### src/logic/isrp_pkg.sv
// Purpose: Constants for the two-wire slave with register pointer
// Assumes: Link lines sampled by a 250 MHz system clock
// Notes on behaviour
// Slave address is fixed bits 11110 then the two address-select pins.
// In write mode, hold data low through the whole ninth clock.
// Stop is seen anywhere; master never puts stop in start's high pulse.
// First write byte after address loads the register pointer.
// Pointer byte is acknowledged on the following ninth clock.
// Each later write byte goes to the pointed register and is acknowledged.
// Pointer advances by one after each received write data byte.
// Write pointer saturates at the top register.
// Read after a plain start resets pointer to zero and returns it first.
// Read address is acknowledged by pulling data low on ninth clock.
// Read data bits are valid at the rising serial clock edge.
// Pointer advances by one after each transmitted read byte.
// Reads end with stop anytime; next plain-start read begins at zero.
// Pointer write, repeated start, read returns chosen register, then advances.
// Read pointer saturates at the top register.
// Master acknowledges every read byte but the last, then stop.
// Pointer reset on read only after plain start, kept after repeated start.
`default_nettype none
package isrp_pkg;
	localparam logic [4:0] ADDR_FIXED = 5'h1E;
	localparam logic [7:0] PTR_TOP = 8'h0B;
	localparam logic [7:0] PTR_RESET = 8'h00;
	localparam int NUM_REGS = 12;
	localparam logic [3:0] BIT_LAST = 4'h8;
	typedef enum logic [2:0] {
		ISRP_IDLE = 3'b000,
		ISRP_ADDR = 3'b001,
		ISRP_ACK = 3'b011,
		ISRP_WRITE = 3'b010,
		ISRP_READ = 3'b110
	} isrp_state_e;
endpackage
`default_nettype wire

### src/logic/isrp_slave.sv
// Purpose: Two-wire slave with auto-incrementing register pointer
// Assumes: scl and sda from pins, synchronised here; open-drain output
// Notes: sda_oe_b low means the pin is pulled low
`timescale 1ns/10ps
`default_nettype none
module isrp_slave (
	input wire logic clock,
	input wire logic rst_b,
	input wire logic scl_in,
	input wire logic sda_in,
	output logic sda_oe_b,
	input wire logic addr_select_hi_pin,
	input wire logic addr_select_lo_pin,
	output logic [8*isrp_pkg::NUM_REGS-1:0] reg_flat,
	output logic wr_strobe
);
	logic [1:0] scl_s_q, sda_s_q;
	logic scl_q, sda_q;
	logic [1:0] sel_s_q, sel_q;
	isrp_pkg::isrp_state_e st_q;
	logic [3:0] bit_q;
	logic [7:0] sh_q, ptr_q, tx_q;
	logic rw_q, have_ptr_q, in_frame_q, ack_q, drive_q, nack_q, ack_due_q, in_frame_rs_q;
	logic [7:0] regs_q [isrp_pkg::NUM_REGS];

	always_ff @(posedge clock) begin
		if (!rst_b) begin
			scl_s_q <= 2'h3;
			sda_s_q <= 2'h3;
			scl_q <= 1'b1;
			sda_q <= 1'b1;
			sel_s_q <= 2'h0;
			sel_q <= 2'h0;
		end else begin
			scl_s_q <= {scl_s_q[0], scl_in};
			sda_s_q <= {sda_s_q[0], sda_in};
			scl_q <= scl_s_q[1];
			sda_q <= sda_s_q[1];
			sel_s_q <= {addr_select_hi_pin, addr_select_lo_pin};
			sel_q <= sel_s_q;
		end
	end

	wire scl_now = scl_s_q[1];
	wire sda_now = sda_s_q[1];
	wire scl_rise = scl_now && !scl_q;
	wire scl_fall = !scl_now && scl_q;
	wire start_ev = scl_now && scl_q && sda_q && !sda_now;
	wire stop_ev = scl_now && scl_q && !sda_q && sda_now;
	wire [6:0] my_addr = {isrp_pkg::ADDR_FIXED, sel_q};
	wire [7:0] byte_in = {sh_q[6:0], sda_now};
	// Pointers past the last register read as zero
	wire [7:0] rd_byte = (ptr_q < 8'(isrp_pkg::NUM_REGS)) ? regs_q[ptr_q[3:0]] : 8'h00;

	function automatic logic [7:0] ptr_next(input logic [7:0] p);
		ptr_next = (p >= isrp_pkg::PTR_TOP) ? isrp_pkg::PTR_TOP : p + 8'h01;
	endfunction

	// Bit and byte sequencing; sampling on scl rise, driving on scl fall
	always_ff @(posedge clock) begin
		if (!rst_b) begin
			st_q <= isrp_pkg::ISRP_IDLE;
			bit_q <= 4'h0;
			sh_q <= 8'h00;
			rw_q <= 1'b0;
			have_ptr_q <= 1'b0;
			in_frame_q <= 1'b0;
			ack_q <= 1'b0;
			ack_due_q <= 1'b0;
			nack_q <= 1'b0;
		end else if (stop_ev) begin
			st_q <= isrp_pkg::ISRP_IDLE;
			in_frame_q <= 1'b0;
			ack_q <= 1'b0;
			ack_due_q <= 1'b0;
		end else if (start_ev) begin
			st_q <= isrp_pkg::ISRP_ADDR;
			bit_q <= 4'h0;
			in_frame_q <= 1'b1;
			ack_q <= 1'b0;
			ack_due_q <= 1'b0;
		end else if (scl_rise && st_q != isrp_pkg::ISRP_IDLE) begin
			if (bit_q == isrp_pkg::BIT_LAST) begin
				bit_q <= 4'h0;
				nack_q <= sda_now;
			end else begin
				sh_q <= byte_in;
				bit_q <= bit_q + 4'h1;
			end
			if (bit_q == 4'h7) begin
				case (st_q)
					isrp_pkg::ISRP_ADDR: begin
						if (byte_in[7:1] == my_addr) begin
							rw_q <= byte_in[0];
							have_ptr_q <= 1'b0;
							ack_due_q <= 1'b1;
							st_q <= byte_in[0] ? isrp_pkg::ISRP_READ : isrp_pkg::ISRP_ACK;
						end else begin
							st_q <= isrp_pkg::ISRP_IDLE;
						end
					end
					isrp_pkg::ISRP_ACK, isrp_pkg::ISRP_WRITE: begin
						ack_due_q <= 1'b1;
						have_ptr_q <= 1'b1;
						st_q <= isrp_pkg::ISRP_WRITE;
					end
					default: ;
				endcase
			end
		end else if (scl_fall && bit_q == isrp_pkg::BIT_LAST) begin
			// Ack waits for scl low; data moving while scl is high reads as start or stop
			ack_q <= ack_due_q;
			ack_due_q <= 1'b0;
		end else if (scl_fall && bit_q == 4'h0) begin
			ack_q <= 1'b0;
			if (st_q == isrp_pkg::ISRP_READ && rw_q && nack_q && !ack_q)
				st_q <= isrp_pkg::ISRP_IDLE;
		end
	end

	// Register pointer
	always_ff @(posedge clock) begin
		if (!rst_b) begin
			ptr_q <= isrp_pkg::PTR_RESET;
		end else if (scl_rise && bit_q == 4'h7) begin
			if (st_q == isrp_pkg::ISRP_ADDR && byte_in[7:1] == my_addr && byte_in[0] && !in_frame_rs_q)
				ptr_q <= isrp_pkg::PTR_RESET;
			else if (st_q == isrp_pkg::ISRP_ACK)
				ptr_q <= byte_in;
			else if (st_q == isrp_pkg::ISRP_WRITE)
				ptr_q <= ptr_next(ptr_q);
			else if (st_q == isrp_pkg::ISRP_READ)
				ptr_q <= ptr_next(ptr_q);
		end
	end

	// A start while a frame is open is a repeated start
	always_ff @(posedge clock) begin
		if (!rst_b)
			in_frame_rs_q <= 1'b0;
		else if (stop_ev)
			in_frame_rs_q <= 1'b0;
		else if (start_ev)
			in_frame_rs_q <= in_frame_q;
	end

	// Register storage
	wire wr_now = scl_rise && bit_q == 4'h7 && st_q == isrp_pkg::ISRP_WRITE && have_ptr_q;
	genvar gi;
	generate
		for (gi = 0; gi < isrp_pkg::NUM_REGS; gi++) begin : g_reg
			always_ff @(posedge clock) begin
				if (!rst_b)
					regs_q[gi] <= 8'h00;
				else if (wr_now && ptr_q == 8'(gi))
					regs_q[gi] <= byte_in;
			end
			assign reg_flat[8*gi +: 8] = regs_q[gi];
		end
	endgenerate

	always_ff @(posedge clock) begin
		if (!rst_b)
			wr_strobe <= 1'b0;
		else
			wr_strobe <= wr_now;
	end

	// Read data shifts out on scl fall, stable by the next rise
	always_ff @(posedge clock) begin
		if (!rst_b) begin
			tx_q <= 8'h00;
			drive_q <= 1'b0;
		end else if (stop_ev || start_ev) begin
			drive_q <= 1'b0;
		end else if (scl_fall && st_q == isrp_pkg::ISRP_READ) begin
			if (bit_q == 4'h0 && !(nack_q && !ack_q)) begin
				tx_q <= {rd_byte[6:0], 1'b0};
				drive_q <= !rd_byte[7];
			end else if (bit_q != 4'h0 && bit_q < isrp_pkg::BIT_LAST) begin
				tx_q <= {tx_q[6:0], 1'b0};
				drive_q <= !tx_q[7];
			end else begin
				drive_q <= 1'b0;
			end
		end else if (scl_fall) begin
			drive_q <= 1'b0;
		end
	end

	assign sda_oe_b = !(ack_q || (drive_q && st_q == isrp_pkg::ISRP_READ));

	a_ack_nine: assert property (@(posedge clock) disable iff (!rst_b)
		(scl_rise && bit_q == isrp_pkg::BIT_LAST && ack_q) |-> !sda_oe_b)
		else $error("ack not driven on ninth clock");
	a_pull_scl_low: assert property (@(posedge clock) disable iff (!rst_b)
		$fell(sda_oe_b) |-> !scl_now)
		else $error("data pulled low while scl high");
	a_ptr_sat: assert property (@(posedge clock) disable iff (!rst_b)
		(scl_rise && bit_q == 4'h7 && (st_q == isrp_pkg::ISRP_WRITE || st_q == isrp_pkg::ISRP_READ)
		&& ptr_q == isrp_pkg::PTR_TOP) |=> ptr_q == isrp_pkg::PTR_TOP)
		else $error("pointer moved past top");
	a_stop_idle: assert property (@(posedge clock) disable iff (!rst_b)
		stop_ev |=> st_q == isrp_pkg::ISRP_IDLE)
		else $error("stop not honoured");
	a_read_zero: assert property (@(posedge clock) disable iff (!rst_b)
		(scl_rise && bit_q == 4'h7 && st_q == isrp_pkg::ISRP_ADDR && byte_in == {my_addr, 1'b1}
		&& !in_frame_rs_q) |=> ptr_q == isrp_pkg::PTR_RESET)
		else $error("read pointer not zeroed");
	a_read_keep: assert property (@(posedge clock) disable iff (!rst_b)
		(scl_rise && bit_q == 4'h7 && st_q == isrp_pkg::ISRP_ADDR && byte_in == {my_addr, 1'b1}
		&& in_frame_rs_q) |=> ptr_q == $past(ptr_q))
		else $error("preset pointer lost on repeated start");
	a_addr_refuse: assert property (@(posedge clock) disable iff (!rst_b)
		(scl_rise && bit_q == 4'h7 && st_q == isrp_pkg::ISRP_ADDR && byte_in[7:1] != my_addr)
		|=> (st_q == isrp_pkg::ISRP_IDLE && !ack_due_q))
		else $error("foreign address accepted");
	a_write_inc: assert property (@(posedge clock) disable iff (!rst_b)
		(wr_now && ptr_q < isrp_pkg::PTR_TOP) |=> ptr_q == $past(ptr_q) + 8'h01)
		else $error("pointer not advanced");
	a_ptr_load: assert property (@(posedge clock) disable iff (!rst_b)
		(scl_rise && bit_q == 4'h7 && st_q == isrp_pkg::ISRP_ACK)
		|=> ptr_q == $past(byte_in))
		else $error("pointer byte not loaded");
endmodule
`default_nettype wire

### config.mk
export PLATFORM = sky130hd
export DESIGN_NAME = isrp_slave
export DESIGN_NICKNAME = d
export VERILOG_FILES = /design/src/logic/isrp_pkg.sv /design/src/logic/isrp_slave.sv
export SDC_FILE = /design/constraint.sdc
export NUM_CORES = 1
export LEC_CHECK = 0
export ABC_CLOCK_PERIOD_IN_PS = 5500
export BUFFER_PORTS_ARGS = -buffer_cell sky130_fd_sc_hd__buf_4
export CORE_MARGIN = 1.5
export CORE_UTILIZATION = 61
export DETAILED_ROUTE_END_ITERATION = 6
export HOLD_SLACK_MARGIN = 0.05
export PLACE_DENSITY = 0.95
export SLEW_MARGIN = 0
export SYNTH_ARGS = -nofsm -noshare
export SYNTH_HDL_FRONTEND = slang
export SYNTH_SLANG_ARGS = --single-unit
### constraint.sdc
create_clock -name clock -period 5.5 [get_ports clock]
set_input_delay 0.275 -clock clock [delete_from_list [all_inputs] [get_ports clock]]
set_output_delay 0.275 -clock clock [all_outputs]
set_load 0.1 [all_outputs]
==> flow_summary.ini <==
[critical_path]
crit_chain = ha_1 > nand3b_1 > nor2_1 > buf_4 > nand2_1 > o21ai_0
crit_slowest_cell = o21ai_0
cp-start-kind = flop
max_stage_delay_ns = 1.16
end_kind = flop
cp_max_fo = 14
path_delay_family = compound AO/OA/AOI/OAI gates
worstPathRequired_ns = 5.54
critical_path_class = reg2reg
critical_path_buf_inv_count = 1
arrival_ns = 2.96

[power]
worst_ir_drop_vdd_mv = 0.260
p_leak_nw = 3.11
power_density_nw_per_um2 = 337

[placed_design]
dp_slack_ns = 2.57
gp_routability_congestion = 0.912
port_buffers = 103
dpl.cell_count = 772
dpl.hpwl_um = 12400

[global_routing]
grt-ovfl-total = 0
antenna_found_initial = 0
grt_pass1_wl_um = 28300
grt_pass1_vias = 4987
track_usage_pct = 33.1
grt_max_degree = 49

[drt]
wire_per_inst_um = 23.4
routed_wl_um = 18900
drt_pass1_iterations = 6
route.detailed.drc = 0
vias = 5261
antenna_left = 0
drt_iter0_markers = 623
vias_per_cell = 6.52

[run_status]
status = complete, but fails checks
violations = max-capacitance violations

[die]
initial_core_util_pct = 63.0
die_w_um = 109
die_area_um2 = 11900
die_y_um = 109
io_pins = 104
rows = 38
core-area_um2 = 10900

[sta]
tns_ns = 0
layout_min_cycle_time_ns = 2.93
period_share_pct = 53.2
worstMarginPinSlew_ns = 1.47
finalHoldViolCount = 0
finalMaxSlewViolations = 0
skew_ns = 0.0109
slew_headroom_pct = 0.711
fin_hold_ws_ns = 0.0584
setup_viol = 0
fmax_ghz = 0.342
setup_ws_ns = 2.57
rsz0062_at_grt = false

[logic_synthesis]
synth_seq_cells = 148
yosysWarnings = 0
synth_cell_types = 59
avgSynthCellArea_um2 = 12.4
synthArstFlopShare_pct = 0
synth_seq_area_share_pct = 57.0
synth_area_um2 = 6890
synthCells = 557
synth_edf_count = 96
syn_nets = 569
ys.flop_type = edfxtp_1

[clock_network]
clk_latency_ns = 0.43
cts_tree = built
post_cts_resized = 0
root_buffer = clkbuf_16
cts_hold_buf = 2
cts.htree.levels = 4
clockBufferDepth = 2
cts_sinks = 148
numCtsBuffers = 17
cts_setup_buffers = 0
clk_pin_slew_ns = 0.06

[final_layout]
diodes = 0
layout_common_cells = 106 x buf_4, 102 x and2_1, 96 x edfxtp_1
syn2layout_area_growth_pct = 20.5
fill_cells = 599
fin_cells = 807
multi_input_area_um2 = 2740
layout-drive-gt1-share_pct = 26.7
regArea_um2 = 3920
final_common_cell = buf_4
fin_nets = 666

[min_path]
hp-class = in2reg

[run]
cap_violations = 1
synth_stat cells (4+ instances only):
library cell,instances,share of area [%]
o21ai_2,4,0.51
buf_2,7,0.51
nor3_1,11,0.80
o32ai_1,4,0.51
ha_1,6,1.1
nand2_1,38,2.1
dfxtp_1,52,15
o31a_1,6,0.76
mux4_2,20,6.5
mux4_1,4,1.5
edfxtp_1,96,42
nor3b_1,4,0.44
a21oi_1,14,1.0
mux2i_1,17,2.5
o21ai_0,28,2.0
buf_6,5,0.82
nand2b_1,12,1.1
nand3_1,11,0.80
and2_1,102,9.3
and3_1,4,0.36
o22ai_1,5,0.45
inv_1,7,0.38
nand4_1,8,0.73
nor2_1,33,1.8
clkbuf_1,14,0.76
worst register-to-register path, cell delays in order (launching register included):
cell and delay [ns]:
dfxtp_1 0.39, ha_1 0.23, nand3b_1 0.23, nor2_1 0.17
buf_4 0.22, nand2_1 0.14, o21ai_0 1.16
flip-flops by register name, indices dropped and copies added (netlist names), 2 cells and up, named ones only:
signal   count
sel_q        2
tx_q         7
sda_s_q      2
st_q         3
regs_q      96
sel_s_q      2
bit_q        4
scl_s_q      2
ptr_q        8
sh_q         7
power by group:
| part | internal (mW) | total, mW | switching (mW) | leakage [nW] |
|---|---|---|---|---|
| Combinational | 0.0609 | 0.354 | 0.293 | 1.46 |
| Clock | 0.689 | 1.20 | 0.509 | 0.298 |
| Sequential | 1.22 | 1.25 | 0.0296 | 1.36 |
| Total | 1.97 | 2.80 | 0.832 | 3.11 |
per-stage QoR:
step	power [mW]	instance area [um^2]	utilization (%)
global route	2.85	8300	75.9
global placement	1.61	7650	70.0
finish	2.80	8300	75.9
floorplan	1.54	6890	-
detailed placement	1.62	7650	70.0
CTS	2.79	8290	75.8
metal layers:
metal	part of all wire (%)	up-vias	wire [um]	GRT usage, %
met3	12	63	2310	9.26
met4	3.1	0	582	12.4
met1	36	2525	6820	42.5
met2	49	449	9200	53.9
li1	-	2224	-	-
met5	0	-	0	0
final timing paths:
| path | startpoint | end | slack (ns) | depth (start not counted) |
|---|---|---|---|---|
| worst max-delay path | bit_q[0] | regs_q[1][7] | 2.57 | 6 |
| worst min-delay path | addr_select_hi_pin | sel_s_q[1] | 0.06 | 2 |
| worst max register to register | bit_q[0] | regs_q[1][7] | 2.57 | 6 |
| worst min register to register | sda_s_q[0] | sda_s_q[1] | 0.41 | 1 |
final cells by class:
class                      instances  area share, %
clock buffer                      17           5.13
multi-input combinational        371           33.0
clock inverter                    15           2.29
timing repair buffer             108           9.83
tap                              140           2.11
sequential                       148           47.3
inverter                           8          0.362
kinds of logic after synthesis:
kind of cell / synth area share, %
simple gates: 20.8
flops: 57.0
compound gates: 6.47
mux: 10.9
buf+inv: 3.25
xor+xnor: 0.509
fa+ha+maj: 1.09
No activity file was read; power rests on OpenSTA's default activity.
